[src/rtl/tpp_pkg.sv]
// Shared constants and types for the threshold PROM programming block.
// Assumes a 250 MHz system clock; the Wishbone bus uses 32-bit data.
package tpp_pkg;

   // ---------------------------------------------------------------
   // Timing
   // ---------------------------------------------------------------
   localparam int CLK_PERIOD_NS   = 4;
   localparam int PULLDOWN_MIN_NS = 1000000;   // Least output pull-down for entry
   localparam int WORD_GAP_NS     = 200000;    // Least low level that ends a word
   localparam int END_HIGH_NS     = 1000000;   // Least high level that ends a session
   localparam int POR_WINDOW_NS   = 2000000;   // Time the output is watched after reset
   // Least times round up to whole cycles
   localparam int PULLDOWN_CYC    = (PULLDOWN_MIN_NS + CLK_PERIOD_NS - 1) / CLK_PERIOD_NS;
   localparam int WORD_GAP_CYC    = (WORD_GAP_NS + CLK_PERIOD_NS - 1) / CLK_PERIOD_NS;
   localparam int END_HIGH_CYC    = (END_HIGH_NS + CLK_PERIOD_NS - 1) / CLK_PERIOD_NS;
   localparam int POR_WINDOW_CYC  = (POR_WINDOW_NS + CLK_PERIOD_NS - 1) / CLK_PERIOD_NS;
   localparam int SAR_DIV_CYC     = 64;        // Internal clock period in system cycles
   localparam int BURN_CYC        = 1000;      // Fuse burn duration

   // ---------------------------------------------------------------
   // Serial word layout (bit 0 is the first received)
   // ---------------------------------------------------------------
   localparam int          FRAME_BITS  = 14;
   localparam int          DATA_BITS   = 13;
   localparam logic [2:0]  HDR_CODE    = 3'h5;   // 1,0,1 in arrival order
   localparam int          HDR_LSB     = 0;
   localparam int          K2_POS      = 8;
   localparam int          K1_POS      = 9;
   localparam int          K0_POS      = 10;
   localparam int          POL_POS     = 11;
   localparam int          TAIL_POS    = 12;
   localparam int          ONES_LSB    = 3;
   localparam logic [9:0]  ONES_CODE   = 10'h3FF;

   // ---------------------------------------------------------------
   // Register map (byte addresses) and fields
   // ---------------------------------------------------------------
   localparam int          DAC_W       = 8;
   localparam logic [3:0]  REG_CTRL    = 4'h0;
   localparam logic [3:0]  REG_STATUS  = 4'h4;
   localparam logic [3:0]  REG_PROM    = 4'h8;
   localparam logic [3:0]  REG_DAC     = 4'hC;
   localparam int          CTRL_SYNC   = 0;
   localparam int          PROM_FRAC_LSB = 8;
   localparam int          PROM_POL    = 11;
   localparam int          PROM_DONE   = 12;

   typedef struct packed {
      logic             programmed;
      logic             polarity;
      logic [2:0]       fraction;
      logic [DAC_W-1:0] threshold;
   } tpp_prom_s;

   typedef enum logic [3:0] {
      ST_POR    = 4'h1,
      ST_NORMAL = 4'h2,
      ST_IFACE  = 4'h4,
      ST_BURN   = 4'h8
   } tpp_state_e;

endpackage

[src/rtl/tpp_top.sv]
// Threshold PROM programming logic: serial interface on the supply pin,
// output pull-down entry, offset approximation, and fuse write control.
// Assumes supply_pin_i, q_in_i and field_above_i are asynchronous levels;
// the fuse array outside holds prom_rd_i stable from power-up.
//
// Overview of operation
// - Copy commands in calibrated mode store the calibrated threshold into PROM.
// - Two words: 101, five don't-care, three fraction bits, polarity, 1; then 101 ones.
// - Fraction bits are binary, first-listed bit most significant.
// - Polarity 0 inverts output switching; polarity 1 keeps it non-inverted.
// - Output held low at least 1 ms after power on enters interface mode.
// - Pull-down entry immediately runs offset DAC successive approximation.
// - Burn power comes through the output pin, not the supply.
// - Words arrive LSB first, 14 pulses per word; last 14 bits count.
// - A programmed device refuses both interface entry methods.
//
// Our own choices: the register addresses and the Wishbone slave port.
`timescale 1ns/100ps
module tpp_top
   import tpp_pkg::*;
#(
   parameter int PULLDOWN_CYCLES = PULLDOWN_CYC,
   parameter int WORD_GAP_CYCLES = WORD_GAP_CYC,
   parameter int END_HIGH_CYCLES = END_HIGH_CYC,
   parameter int POR_CYCLES      = POR_WINDOW_CYC,
   parameter int SAR_DIV         = SAR_DIV_CYC,
   parameter int CNT_W           = 20
) (
   input  wire logic             mclk_i,
   input  wire logic             rst_i,
   input  wire logic             wb_cyc_i,
   input  wire logic             wb_stb_i,
   input  wire logic             wb_we_i,
   input  wire logic [3:0]       wb_adr_i,
   input  wire logic [3:0]       wb_sel_i,
   input  wire logic [31:0]      wb_dat_i,
   output logic      [31:0]      wb_dat_o,
   output logic                  wb_ack_o,
   input  wire logic             supply_pin_i,
   input  wire logic             q_in_i,
   output logic                  q_out_o,
   output logic                  q_oe_n_o,
   input  wire logic             field_above_i,
   input  wire logic             calibrated_i,
   input  wire logic [DAC_W-1:0] cal_threshold_i,
   input  wire tpp_prom_s        prom_rd_i,
   output tpp_prom_s             prom_wr_o,
   output logic                  prom_burn_o,
   output logic                  burn_from_q_o,
   output logic [DAC_W-1:0]      dac_o
);

   // ---------------------------------------------------------------
   // Input synchronisers
   // ---------------------------------------------------------------
   logic [1:0] sup_sync_reg, q_sync_reg, fld_sync_reg;
   logic       sup_prev_reg;

   always_ff @(posedge mclk_i or posedge rst_i) begin
      if (rst_i) begin
         sup_sync_reg <= 2'h0;
         q_sync_reg   <= 2'h3;
         fld_sync_reg <= 2'h0;
         sup_prev_reg <= 1'b0;
      end else begin
         sup_sync_reg <= {sup_sync_reg[0], supply_pin_i};
         q_sync_reg   <= {q_sync_reg[0], q_in_i};
         fld_sync_reg <= {fld_sync_reg[0], field_above_i};
         sup_prev_reg <= sup_sync_reg[1];
      end
   end

   wire sup_w    = sup_sync_reg[1];
   wire q_w      = q_sync_reg[1];
   wire field_w  = fld_sync_reg[1];
   wire sup_rise = sup_w & ~sup_prev_reg;

   // ---------------------------------------------------------------
   // State and fuse image
   // ---------------------------------------------------------------
   tpp_state_e       state_reg, state_next;
   tpp_prom_s        prom_reg;
   logic             loaded_reg;
   logic [CNT_W-1:0] por_cnt_reg, low_cnt_q_reg, burn_cnt_reg;
   logic             armed_reg;
   logic [2:0]       frac_reg;
   logic             pol_reg;
   logic             sync_req_reg;

   // Receiver
   logic [FRAME_BITS-1:0] shift_reg;
   logic [3:0]            nbits_reg;
   logic [CNT_W-1:0]      hi_cnt_reg, lo_cnt_reg;
   logic                  gap_seen_reg;

   // Approximation
   logic [DAC_W-1:0] dac_reg, sar_bit_reg;
   logic [CNT_W-1:0] sar_div_reg;
   logic             sar_busy_reg;

   // ---------------------------------------------------------------
   // Word decode
   // ---------------------------------------------------------------
   wire [DATA_BITS-1:0] word_w   = shift_reg[DATA_BITS-1:0];
   wire hdr_ok_w    = word_w[HDR_LSB +: 3] == HDR_CODE;
   wire word1_w     = hdr_ok_w & word_w[TAIL_POS];
   wire word2_w     = hdr_ok_w & (word_w[ONES_LSB +: 10] == ONES_CODE);
   wire [2:0] frac_w = {word_w[K2_POS], word_w[K1_POS], word_w[K0_POS]};
   wire gap_hit_w   = ~sup_w & (lo_cnt_reg == CNT_W'(WORD_GAP_CYCLES - 1));
   wire word_end_w  = gap_hit_w & ~gap_seen_reg & (nbits_reg == 4'(FRAME_BITS));
   wire end_high_w  = sup_w & (hi_cnt_reg == CNT_W'(END_HIGH_CYCLES - 1));
   wire in_iface_w  = state_reg == ST_IFACE;
   wire cmd_word2_w = in_iface_w & word_end_w & word2_w & armed_reg & ~prom_reg.programmed;
   wire pd_entry_w  = (state_reg == ST_POR) & ~prom_reg.programmed & loaded_reg
                      & (low_cnt_q_reg == CNT_W'(PULLDOWN_CYCLES - 1));
   wire sync_entry_w = sync_req_reg & ~prom_reg.programmed & loaded_reg
                      & ((state_reg == ST_POR) | (state_reg == ST_NORMAL));
   wire burn_done_w = (state_reg == ST_BURN) & (burn_cnt_reg == CNT_W'(BURN_CYC - 1));
   // Calibrated threshold when calibration finished, else the approximated level
   wire [DAC_W-1:0] copy_thr_w = calibrated_i ? cal_threshold_i : dac_reg;

   // ---------------------------------------------------------------
   // Mode sequencing
   // ---------------------------------------------------------------
   always_comb begin
      state_next = state_reg;
      case (state_reg)
         ST_POR: begin
            if (pd_entry_w | sync_entry_w)
               state_next = ST_IFACE;
            else if (loaded_reg & (por_cnt_reg == CNT_W'(POR_CYCLES - 1)))
               state_next = ST_NORMAL;
         end
         ST_NORMAL: begin
            if (sync_entry_w)
               state_next = ST_IFACE;
         end
         ST_IFACE: begin
            if (cmd_word2_w)
               state_next = ST_BURN;
            else if (end_high_w)
               state_next = ST_NORMAL;
         end
         ST_BURN: begin
            // Still in interface mode after burning so contents can be read
            if (burn_done_w)
               state_next = ST_IFACE;
         end
         default: state_next = ST_POR;
      endcase
   end

   always_ff @(posedge mclk_i or posedge rst_i) begin
      if (rst_i) begin
         state_reg     <= ST_POR;
         loaded_reg    <= 1'b0;
         por_cnt_reg   <= '0;
         low_cnt_q_reg <= '0;
         burn_cnt_reg  <= '0;
      end else begin
         state_reg     <= state_next;
         loaded_reg    <= 1'b1;
         por_cnt_reg   <= (state_reg == ST_POR) ? por_cnt_reg + 1'b1 : '0;
         low_cnt_q_reg <= (q_w | ~loaded_reg) ? '0 : low_cnt_q_reg + 1'b1;
         burn_cnt_reg  <= (state_reg == ST_BURN) ? burn_cnt_reg + 1'b1 : '0;
      end
   end

   // ---------------------------------------------------------------
   // Fuse image: captured after reset release, updated on burn
   // ---------------------------------------------------------------
   always_ff @(posedge mclk_i or posedge rst_i) begin
      if (rst_i) begin
         prom_reg  <= '0;
         armed_reg <= 1'b0;
         frac_reg  <= 3'h0;
         pol_reg   <= 1'b1;
      end else begin
         if (!loaded_reg)
            prom_reg <= prom_rd_i;
         else if (cmd_word2_w) begin
            prom_reg.programmed <= 1'b1;
            prom_reg.threshold  <= copy_thr_w;
            prom_reg.fraction   <= frac_reg;
            prom_reg.polarity   <= pol_reg;
         end
         if (!in_iface_w)
            armed_reg <= 1'b0;
         else if (word_end_w & word1_w & ~prom_reg.programmed) begin
            armed_reg <= 1'b1;
            frac_reg  <= frac_w;
            pol_reg   <= word_w[POL_POS];
         end else if (word_end_w & ~word2_w)
            armed_reg <= 1'b0;
      end
   end

   // ---------------------------------------------------------------
   // Supply-pulse receiver: bit value from high versus low time
   // ---------------------------------------------------------------
   always_ff @(posedge mclk_i or posedge rst_i) begin
      if (rst_i) begin
         shift_reg    <= '0;
         nbits_reg    <= 4'h0;
         hi_cnt_reg   <= '0;
         lo_cnt_reg   <= '0;
         gap_seen_reg <= 1'b0;
      end else if (!in_iface_w) begin
         nbits_reg    <= 4'h0;
         hi_cnt_reg   <= '0;
         lo_cnt_reg   <= '0;
         gap_seen_reg <= 1'b1;
      end else begin
         if (sup_rise) begin
            hi_cnt_reg <= '0;
            lo_cnt_reg <= '0;
            if (gap_seen_reg)
               gap_seen_reg <= 1'b0;
            else begin
               // LSB first; extra bits overwrite, the last 14 are kept
               shift_reg <= {(hi_cnt_reg > lo_cnt_reg), shift_reg[FRAME_BITS-1:1]};
               if (nbits_reg != 4'(FRAME_BITS))
                  nbits_reg <= nbits_reg + 4'h1;
            end
         end else if (sup_w) begin
            if (hi_cnt_reg != '1)
               hi_cnt_reg <= hi_cnt_reg + 1'b1;
         end else begin
            if (lo_cnt_reg != '1)
               lo_cnt_reg <= lo_cnt_reg + 1'b1;
            if (gap_hit_w) begin
               gap_seen_reg <= 1'b1;
               nbits_reg    <= 4'h0;
            end
         end
      end
   end

   // ---------------------------------------------------------------
   // Successive approximation of the offset DAC
   // ---------------------------------------------------------------
   always_ff @(posedge mclk_i or posedge rst_i) begin
      if (rst_i) begin
         dac_reg      <= '0;
         sar_bit_reg  <= '0;
         sar_div_reg  <= '0;
         sar_busy_reg <= 1'b0;
      end else if (pd_entry_w) begin
         dac_reg      <= DAC_W'(1) << (DAC_W - 1);
         sar_bit_reg  <= DAC_W'(1) << (DAC_W - 1);
         sar_div_reg  <= '0;
         sar_busy_reg <= 1'b1;
      end else if (sar_busy_reg) begin
         if (sar_div_reg == CNT_W'(SAR_DIV - 1)) begin
            sar_div_reg <= '0;
            // Field still above the trial level keeps the bit set
            if (field_w)
               dac_reg <= dac_reg | (sar_bit_reg >> 1);
            else
               dac_reg <= (dac_reg & ~sar_bit_reg) | (sar_bit_reg >> 1);
            sar_bit_reg <= sar_bit_reg >> 1;
            if (sar_bit_reg == DAC_W'(1))
               sar_busy_reg <= 1'b0;
         end else
            sar_div_reg <= sar_div_reg + 1'b1;
      end
   end

   // ---------------------------------------------------------------
   // Open-drain output and fuse write outputs
   // ---------------------------------------------------------------
   // Unprogrammed parts behave non-inverted
   wire eff_pol_w  = prom_reg.programmed ? prom_reg.polarity : 1'b1;
   wire drive_lo_w = (state_reg == ST_NORMAL) & ~(field_w ^ eff_pol_w);

   always_ff @(posedge mclk_i or posedge rst_i) begin
      if (rst_i) begin
         q_out_o       <= 1'b0;
         q_oe_n_o      <= 1'b1;
         prom_wr_o     <= '0;
         prom_burn_o   <= 1'b0;
         burn_from_q_o <= 1'b0;
         dac_o         <= '0;
      end else begin
         q_out_o       <= 1'b0;
         q_oe_n_o      <= ~drive_lo_w;
         prom_wr_o     <= prom_reg;
         prom_burn_o   <= state_reg == ST_BURN;
         burn_from_q_o <= state_reg == ST_BURN;
         dac_o         <= dac_reg;
      end
   end

   // ---------------------------------------------------------------
   // Wishbone classic slave
   // ---------------------------------------------------------------
   wire        wb_req_w  = wb_cyc_i & wb_stb_i & ~wb_ack_o;
   wire        wb_wr_w   = wb_req_w & wb_we_i & wb_sel_i[0];
   wire [31:0] stat_w    = {26'h0, sar_busy_reg, state_reg, prom_reg.programmed};
   wire [31:0] prom_w    = {19'h0, prom_reg.programmed, prom_reg.polarity,
                            prom_reg.fraction, prom_reg.threshold};
   wire [31:0] rd_w      = (wb_adr_i == REG_STATUS) ? stat_w :
                           (wb_adr_i == REG_PROM)   ? prom_w :
                           (wb_adr_i == REG_DAC)    ? {24'h0, dac_reg} : 32'h0;

   always_ff @(posedge mclk_i or posedge rst_i) begin
      if (rst_i) begin
         wb_ack_o     <= 1'b0;
         wb_dat_o     <= 32'h0;
         sync_req_reg <= 1'b0;
      end else begin
         wb_ack_o     <= wb_req_w;
         wb_dat_o     <= (wb_req_w & ~wb_we_i) ? rd_w : 32'h0;
         // Self-clearing trigger for the sync entry written through REG_CTRL
         sync_req_reg <= wb_wr_w & (wb_adr_i == REG_CTRL) & wb_dat_i[CTRL_SYNC];
      end
   end

endmodule // tpp_top

[config.mk]
export PLATFORM = sky130hd
export DESIGN_NAME = tpp_top
export DESIGN_NICKNAME = d
export VERILOG_FILES = /design/src/rtl/tpp_pkg.sv /design/src/rtl/tpp_top.sv
export SDC_FILE = /design/constraint.sdc
export NUM_CORES = 1
export LEC_CHECK = 0
export ABC_AREA = 1
export BUFFER_PORTS_ARGS = -buffer_cell sky130_fd_sc_hd__buf_2
export CAP_MARGIN = 20
export CORE_AREA = 2 2 155 157
export DETAILED_ROUTE_END_ITERATION = 8
export DIE_AREA = 0 0 157 159
export GPL_TIMING_DRIVEN = 0
export PLACE_DENSITY = 0.81
export SYNTH_ARGS = -nofsm -noshare
export SYNTH_HDL_FRONTEND = slang
export SYNTH_SLANG_ARGS = --single-unit
[constraint.sdc]
create_clock -name mclk_i -period 8 [get_ports mclk_i]
set_input_delay 0.8 -clock mclk_i [delete_from_list [all_inputs] [get_ports mclk_i]]
set_output_delay 0.8 -clock mclk_i [all_outputs]
set_load 0.005 [all_outputs]
# Word-level counts from Yosys, hierarchy flattened
# Cells that the tools add are included.
# word_totals
reg_bits,224
inputBits,70
wordCells,188
# classes
n_addsub,7
magnitude_cmp,1
eq_ne,33
mux,53
bitwise_logic,48
n_reduce_logical,11
# ops
op,n
$mux 20,14
$add 20x1->20 const B,6
$mux 8,9
$mux 13,5
$mux 4,12
$eq 20x18->1 const B,2
$ne 20x20->1 const B,2
$and 1x1->1,30
$eq 20x10->1 const B,1
$eq 20x16->1 const B,1
$eq 20x19->1 const B,1
$eq 20x6->1 const B,1
$gt 20x20->1,1
$eq 4x4->1 const B,4
$or 8x7->8,2
$pmux 4 s4,1
$mux 1,12
$ne 3x2->1 const B,4
$ne 3x3->1 const B,4
$eq 10x10->1 const B,1
$not 1->1,10
$reduce_and 2->1,5
$and 8x8->8,1
$eq 4x3->1 const B,2
16 further kinds,22

# Longest topological paths before layout
# Gate-level depths: netlist (run 1).
# depth
ltp_word,10
mapped_depth,12
mapped_depth_nobuf,12

# Worst setup path before layout (run 1)
# Ideal clock, no wire load.
# synth_timing
path_kind,in2reg
start,input wb_adr_i[1]
end,register wb_dat_o[5]
arrival_ns,1.735
required_ns,7.896
slack_ns,6.161
stages,4
n_path_buf,0
path_cell_list,or2_2 -> nor2_1 -> o21ai_0 -> a221oi_1
# synth_between
elab_chain_cells,5
word_cells_on_any_way,7
# synth_lines
item,line_no,source
"start, declared",tpp_top.sv:34,"input wire logic [3:0] wb_adr_i,"
$eq 4x4->1,tpp_top.sv:304,"(wb_adr_i == REG_DAC) ? {24'h0, dac_reg} : 32'h0;"
$mux 8,tpp_top.sv:304,
$mux 13,tpp_top.sv:303,(wb_adr_i == REG_PROM) ? prom_w :
$mux 13 *,tpp_top.sv:302,wire [31:0] rd_w = (wb_adr_i == REG_STATUS) ? stat_w :
$mux 13 *,tpp_top.sv:313,wb_dat_o <= (wb_req_w & ~wb_we_i) ? rd_w : 32'h0;
"end signal, assigned",tpp_top.sv:313,
"end, declared",tpp_top.sv:37,"output logic [31:0] wb_dat_o,"
# Mark *: on every way between the ends. The rest lies on a longest branch, timed or not.
# A chain may end at the register's enable or synchronous reset.

# Worst setup path after layout (run 1)
# layout_timing
start,register lo_cnt_reg[0]
end,register prom_reg[9] (netlist name)
# layout_between
elab_chain_cells,9
# layout_lines
item,line_no,source
"start, declared",tpp_top.sv:93,"logic [CNT_W-1:0] hi_cnt_reg, lo_cnt_reg;"
"start signal, assigned",tpp_top.sv:230,lo_cnt_reg <= lo_cnt_reg + 1'b1;
$eq 20x16->1,tpp_top.sv:109,wire gap_hit_w = ~sup_w & (lo_cnt_reg == CNT_W'(WORD_GAP_CYCLES - 1));
$and 1x1->1,tpp_top.sv:109,
$and 1x1->1 (2 in series),tpp_top.sv:110,wire word_end_w = gap_hit_w & ~gap_seen_reg & (nbits_reg == 4'(FRAME_BITS));
$and 1x1->1 (4 in series),tpp_top.sv:113,wire cmd_word2_w = in_iface_w & word_end_w & word2_w & armed_reg & ~prom_reg.programmed;
$ne 2x1->1 (no line),-,
"end signal, assigned",tpp_top.sv:180,prom_reg <= prom_rd_i;
"end, declared",tpp_top.sv:82,tpp_prom_s prom_reg;
# Every way passes these cells.

==> results of run 1 <==
Yosys cell counts, drive strengths merged, types with 2 or more instances:
library cell	count	area (um^2)
a221oi	6	52.6
nor3	61	315
xnor2	3	26.3
nand4	53	332
or2	4	25.0
dfrtp	219	5480
ha	28	350
a21oi	77	385
a211oi	2	15.0
buf	34	239
o21a	4	30.0
mux2	6	67.6
mux2i	7	70.1
clkbuf	17	65.1
nor2	205	828
xor2	27	236
dfstp	5	131
and3	3	18.8
clkinv	2	7.51
nand3	113	583
nor3b	6	50.1
nand2	312	1210
o21ai	108	559
nor4	9	56.3
conb	2	7.51
inv	174	653
nand3b	5	37.5
path summary, 6_finish.rpt:
check,to,from,depth (start not counted),slack (ns)
max,prom_reg[9],lo_cnt_reg[0],9,5.87
min,hi_cnt_reg[13],rst_i,2,0.35
max reg2reg,prom_reg[9],lo_cnt_reg[0],9,5.87
min reg2reg,sup_sync_reg[1],sup_sync_reg[0],0,0.35
max in group asynchronous,burn_cnt_reg[0],rst_i,3,6.54
min in group mclk_i,sup_sync_reg[1],sup_sync_reg[0],0,0.35
through the flow:
| stage | setup WS, ns | power, mW |
|---|---|---|
| finish | 5.87 | 2.55 |
| global route | 5.67 | 2.64 |
| detailed placement | 5.68 | 1.42 |
| floorplan | 1.07 | 1.35 |
| global placement | -1.38 | 1.41 |
| CTS | 5.88 | 2.56 |
cell families after synthesis:
| kind of cell | Yosys count |
|---|---|
| mux | 13 |
| buf+inv | 227 |
| simple gates | 771 |
| compound gates | 203 |
| fa+ha+maj | 28 |
| flops | 224 |
| other cells | 2 |
| xor+xnor | 30 |
final cells by class:
cell class,count,area (um^2),area share (%)
clock inverters,13,165,1.22
inverters,176,668,4.92
clock buffers,31,657,4.84
multi-input cells,1066,5380,39.6
well taps,319,399,2.94
repair buffers,73,388,2.86
plain buffers,51,304,2.24
flip-flops and latches,224,5610,41.4
routing by layer:
metal	GRT usage [%]	vias to the layer above	wire (um)
met5	0	-	0
met4	5.30	0	641
met3	3.70	61	1640
met2	38.2	347	14000
met1	31.2	5050	12400
li1	-	5134	-
critical path, cell delays in order (launching register included):
cell and delay, ns:
dfrtp_1 0.42, ha_1 0.28, nand3_4 0.14, nor2_1 0.12, nand3_1 0.15, nor2_2 0.23
nand2_2 0.18, nand2_4 0.13, buf_2 0.23, o21ai_0 0.11
power by group:
group / internal [mW] / switching (mW) / leakage, nW
logic: 0.0681 / 0.145 / 2.82
clock network: 0.682 / 0.469 / 0.404
registers: 1.16 / 0.0213 / 3.04
total: 1.91 / 0.636 / 6.26
==> metrics.md, run 1 <==
| Metric | Value |
|---|---|
| Status | `finished, final reports clean` |
| Final period util | `a little over a quarter` |
| NumNets Final | `approximately 1.7k` |
| Initial antenna violation count | `0` |
| Vias in the first global route | `between 9k and 10k` |
| Clock Skews | `0.0325 ns` |
| Simple-gate share of the synthesized area | `29.1%` |
| Filler cells | `around 2.0k` |
| Final ANT Viol Nets | `0` |
| Setup crit end kind | `flop` |
| Post-synthesis cell type count | `50` |
| Post-Synth XOR/XNOR Area | `2.21%` |
| Final Util | `between 50% and 60%` |
| Antenna diode count | `0` |
| Finished Layout Cells | `1,953` |
| Worst-path fanout max | `10` |
| Commonest cells after routing, fill and taps aside | `nand2_1, dfrtp_1, nor2_1` |
| Largest family of logic cells by synthesized area | `simple AND/OR/NAND/NOR gates` |
| Final setup fails | `0` |
| Power Dens Cells | `around 190 nW/um^2` |
| Die W | `approximately 160 um` |
| Htree depth | `1` |
| RSZ-0062 raised after global routing | `no` |
| Cell count after synthesis | `1,498` |
| Mean Syn Cell Area | `7.93 um^2` |
| Finished layout cell area | `around 14,000 um^2` |
| Max_slew headroom | `a little over half` |
| Syn. warnings | `0` |
| Hold_buf cts | `0` |
| Final wirelength | `28.7 mm` |
| Core Rows | `between 50 and 60` |
| CTS root buf | `clkbuf_16` |
| Largest net degree at the start of global routing | `~130` |
| Post-Synth Adder-Cell Area | `under 10%` |
| Max Freq | `469 MHz` |
| Setup Buffers After CTS | `0` |
| DRC | `0` |
| Maxcap violations | `0` |
| Hold Slack | `~0.35 ns` |
| First DRT Iteration DRCs | `approximately 1,000` |
| Worst min-delay path class | `in2async` |
| Vias after detailed routing | `roughly 11k` |
| Vias/cell | `approximately 5.4` |
| Commonest non-fill, non-tap cell in the layout | `nand2_1` |
| Final min period | `2.13 ns` |
| Synthesized cell area | `about 12,000 um^2` |
| Reg clk slew, reported paths | `around 0.060 ns` |
| FF+latch count, synth | `roughly 220` |
| FFs w/ async S/R, synth | `100%` |
| Hold Fails Final Rpt | `0` |
| Clk buf depth | `3` |
| Port bufs | `72` |
| Clock Latency Late Sink | `about 0.54 ns` |
| First-pass GRT wire length | `47.6 mm` |
| Detail Placement HPWL | `slightly above 20 mm` |
| RePlAce Congestion | `roughly 0.97` |
| Final Max Tran Viols | `0` |
| CTS Buf Count | `24` |
| Initial Util | `approximately half` |
| Die Height | `around 160 um` |
| Core area | `23,200 um^2` |
| Post-synthesis mux area share | `1.16%` |
| Dpl cells | `between 1.5k and 2k` |
| Die area | `25,000 um^2` |
| Setup TNS | `0 ns` |
| Worst IR Drop VDD | `0.160 mV` |
| Post-DR wirelength/cell | `between 10 and 15 um` |
| Overflow after GRT | `0` |
| Worst-Margin Slew | `between 0.6 and 0.7 ns` |
| Synth Flop Type | `dfrtp_1` |
| Gr usage total | `between 20% and 30%` |
| Initial DRT Pass Iterations | `5` |
| Compound-Gate Fraction of Synth Area | `between 9 and 10%` |
| Sequential area share after synthesis | `47.2%` |
| Area after DPL | `~13,000 um^2` |
| I/O Pins | `approximately 130` |
| Worst EP required | `approximately 8.4 ns` |
| CTS Sinks | `224` |
| EDFF count, synth | `0` |
| Cts repair resizes | `0` |
| Layout cells sized above 1 | `~12%` |
| Area grow syn2layout | `14.2%` |
| CTS tree | `done` |
| CP Launch Type | `flop` |
| CP arrival | `2.54 ns` |
| Pleak | `about 6.3 nW` |
| Critical path class | `reg2reg` |
Note: power is estimated with default switching activity, not from simulation.
==> inputs of run 2 (changes only) <==
Settings changed: PLACE_DENSITY 0.81 to 0.84.
Clock period 8 ns to 1.9 ns, I/O delays scaled along.
==> run 2 against run 1 <==
Sequential power grew to 4.2 times the previous value. Fmax up 12%. Hold slack lost 0.32 ns. Largest cell class is now multi-input combinational cells.
==> metrics.md, run 2 (synthesis results as in run 1) <==
| Metric | Value |
|---|---|
| RSZ-0062 raised after global routing | `yes (was no)` |
| Net Sw Frac | `25.4% (was 24.9%)` |
| Core Rows | `56 (unchanged)` |
| Final period util | `99.8% (was 26.6%)` |
| Critical path class | `reg2reg (unchanged)` |
| Final Util | `61.8% (was 58.5%)` |
| Hold Slack | `0.0253 ns (was 0.348 ns)` |
| Commonest cells after routing, fill and taps aside | `nand2_1, dfrtp_1, nor2_1 (unchanged)` |
| NetSw | `2.72 mW (was 0.636 mW)` |
| Clock Skews | `0.0239 ns (was 0.0325 ns)` |
| NumNets Final | `1,770 (was 1,714)` |
| CP max stage delay | `0.43 ns (was 0.42 ns)` |
| Final Max Tran Viols | `0 (unchanged)` |
| Setup crit end kind | `flop (unchanged)` |
| Final ANT Viol Nets | `0 (unchanged)` |
| Max Freq | `528 MHz (was 469 MHz)` |
| Clock Latency Late Sink | `0.53 ns (was 0.54 ns)` |
| Area grow syn2layout | `20.7% (was 14.2%)` |
| Commonest non-fill, non-tap cell in the layout | `nand2_1 (unchanged)` |
| Clk pwr share | `43.7% (was 45.1%)` |
| Core area | `23,200 um^2 (unchanged)` |
| CP Launch Type | `flop (unchanged)` |
| Die area | `25,000 um^2 (unchanged)` |
| Worst EP required | `2.36 ns (was 8.41 ns)` |
| DRC | `0 (unchanged)` |
| Post-DR wirelength/cell | `15.7 um (was 14.7 um)` |
| I/O Pins | `128 (unchanged)` |
| Setup ws final | `0.00443 ns (was 5.87 ns)` |
| Final wirelength | `31.6 mm (was 28.7 mm)` |
| Crit-path cells | `ha_4 > nand2_2 > inv_1 > nand2_2 > nor2_2 > nand4_1 > nand2_2 > buf_4 > buf_4 > o21ai_0 > nand2_1 > nor2_1 (was ha_1 > nand3_4 > nor2_1 > nand3_1 > nor2_2 > nand2_2 > nand2_4 > buf_2 > o21ai_0)` |
| CP max-delay cell | `dfrtp_1 (unchanged)` |
| Worst-Margin Slew | `0.680 ns (was 0.687 ns)` |
| Gr usage total | `24.6% (was 22.8%)` |
| Vias after detailed routing | `11.1k (was 10.6k)` |
| Status | `finished, final reports clean (unchanged)` |
| Initial antenna violation count | `0 (unchanged)` |
| Initial Util | `51.2% (unchanged)` |
| Vias in the first global route | `10.7k (was 9,943)` |
| Total power | `10.7 mW (was 2.55 mW)` |
| Max_slew headroom | `54.3% (was 53.8%)` |
| Clk buf depth | `3 (unchanged)` |
| Reg power frac | `46.7% (was 46.5%)` |
| Hold Fails Final Rpt | `0 (unchanged)` |
| Worst IR Drop VDD | `0.664 mV (was 0.160 mV)` |
| Power Dens Cells | `748 nW/um^2 (was 188 nW/um^2)` |
| Layout cells sized above 1 | `16.7% (was 12.1%)` |
| Maxcap violations | `0 (unchanged)` |
| CP dominant cell by count | `nand2_2` |
| RePlAce Congestion | `0.941 (was 0.974)` |
| First-pass GRT wire length | `50.8 mm (was 47.6 mm)` |
| CTS root buf | `clkbuf_16 (unchanged)` |
| CTS Sinks | `224 (unchanged)` |
| Final setup fails | `0 (unchanged)` |
| Largest net degree at the start of global routing | `43 (was 131)` |
| Dpl ws | `-0.213 ns (was 5.68 ns)` |
| Filler cells | `1,837 (was 1,984)` |
| Dpl cells | `1,914 (was 1,909)` |
| Reg clk slew, reported paths | `0.07 ns (was 0.06 ns)` |
| Comb pwr share | `9.6% (was 8.4%)` |
| Worst-path fanout max | `5 (was 10)` |
| Finished Layout Cells | `2,009 (was 1,953)` |
| First DRT Iteration DRCs | `1,083 (was 995)` |
| CP arrival | `2.36 ns (was 2.54 ns)` |
| Die W | `157 um (unchanged)` |
| Die Height | `159 um (unchanged)` |
| Antenna diode count | `0 (unchanged)` |
| Detail Placement HPWL | `21.4 mm (was 20.5 mm)` |
| CTS Buf Count | `25 (was 24)` |
| Pleak | `6.59 nW (was 6.26 nW)` |
| Final min period | `1.90 ns (was 2.13 ns)` |
| Htree depth | `1 (unchanged)` |
| Internal Dissipation | `8.01 mW (was 1.91 mW)` |
| Worst min-delay path class | `in2reg (was in2async)` |
| CTS tree | `done (unchanged)` |
| Initial DRT Pass Iterations | `8 (was 5)` |
| Port bufs | `72 (unchanged)` |
| Overflow after GRT | `0 (unchanged)` |
| Vias/cell | `5.54 (was 5.42)` |
-- run 2: cell count changes in the layout (fill, tap and decap cells not counted), sizes merged --
cell / previous run / this run
buf: 107 / 142
clkinv: 10 / 3
clkbuf: 48 / 55
bufinv: 3 / 1
dlygate4sd3: 0 / 20
clkinvlp: 1 / 4
-- run 2: power groups by stage --
stage / combinational (mW) / sequential (mW) / clock (mW)
final: 1.03 / 5.01 / 4.69
after CTS: 0.965 / 5.00 / 4.72
after floorplan: 0.618 / 5.06 / 0
after global routing: 1.15 / 5.02 / 4.94
after global placement: 0.857 / 5.08 / 0
after detailed placement: 0.921 / 5.08 / 0
-- run 2: per-layer routing --
metal / part of all wire (%) / wire, um / vias up / global-route usage [%]
met1: 40 / 12500 / 5245 / 32.2
li1: - / - / 5244 / -
met3: 7.2 / 2270 / 112 / 3.18
met4: 3.6 / 1140 / 0 / 8.17
met5: 0 / 0 / - / 0
met2: 50 / 15700 / 527 / 42.2
-- run 2: timing repair --
| action | 4_1_cts | 5_1_grt |
|---|---|---|
| hold buffers | 20 | 0 |
| endpoints found under the hold margin | 31 | 0 |
| endpoints found under the setup margin | 53 | 118 |
| buffers inserted | 11 | 19 |
| gates resized for setup | 21 | 70 |
| pin swaps | 5 | 15 |
-- run 2: area by class of cell --
cell class              count  area, um^2  area share, %
plain buffers              51         328           2.29
inverters                 176         673           4.69
well taps                 319         399           2.78
clock buffers              38         714           4.98
clock inverters             7        72.6          0.506
multi-input cells        1066        5630           39.2
flip-flops and latches    224        5620           39.2
repair buffers            128         913           6.37
-- run 2: path summary, 6_finish.rpt --
check	cells past startpoint	slack, ns	endpoint	start
setup / recovery	12	0.004	hi_cnt_reg[5]	hi_cnt_reg[0]
hold / removal	5	0.03	prom_reg[9]	prom_rd_i[9]
setup reg to reg	12	0.004	hi_cnt_reg[5]	hi_cnt_reg[0]
hold reg to reg	0	0.36	sup_sync_reg[1]	sup_sync_reg[0]
max in group asynchronous	5	0.78	pol_reg	rst_i
min in group asynchronous	3	0.23	hi_cnt_reg[13]	rst_i
-- run 2: worst max-delay path: cells and delay by family (launching register included) --
kind / cells / cell delay, ns
flops: 1 / 0.43
fa+ha+maj: 1 / 0.20
simple gates: 7 / 0.69
compound gates: 1 / 0.19
buf+inv: 3 / 0.32
-- run 2: metrics by stage --
stage	setup TNS (ns)	cell area, um^2
after CTS	-0.0129	14000
final	0	14300
after global placement	-564.76	12700
after global routing	-0.997	14300
after detailed placement	-5.22	12800
after floorplan	-267.25	12000
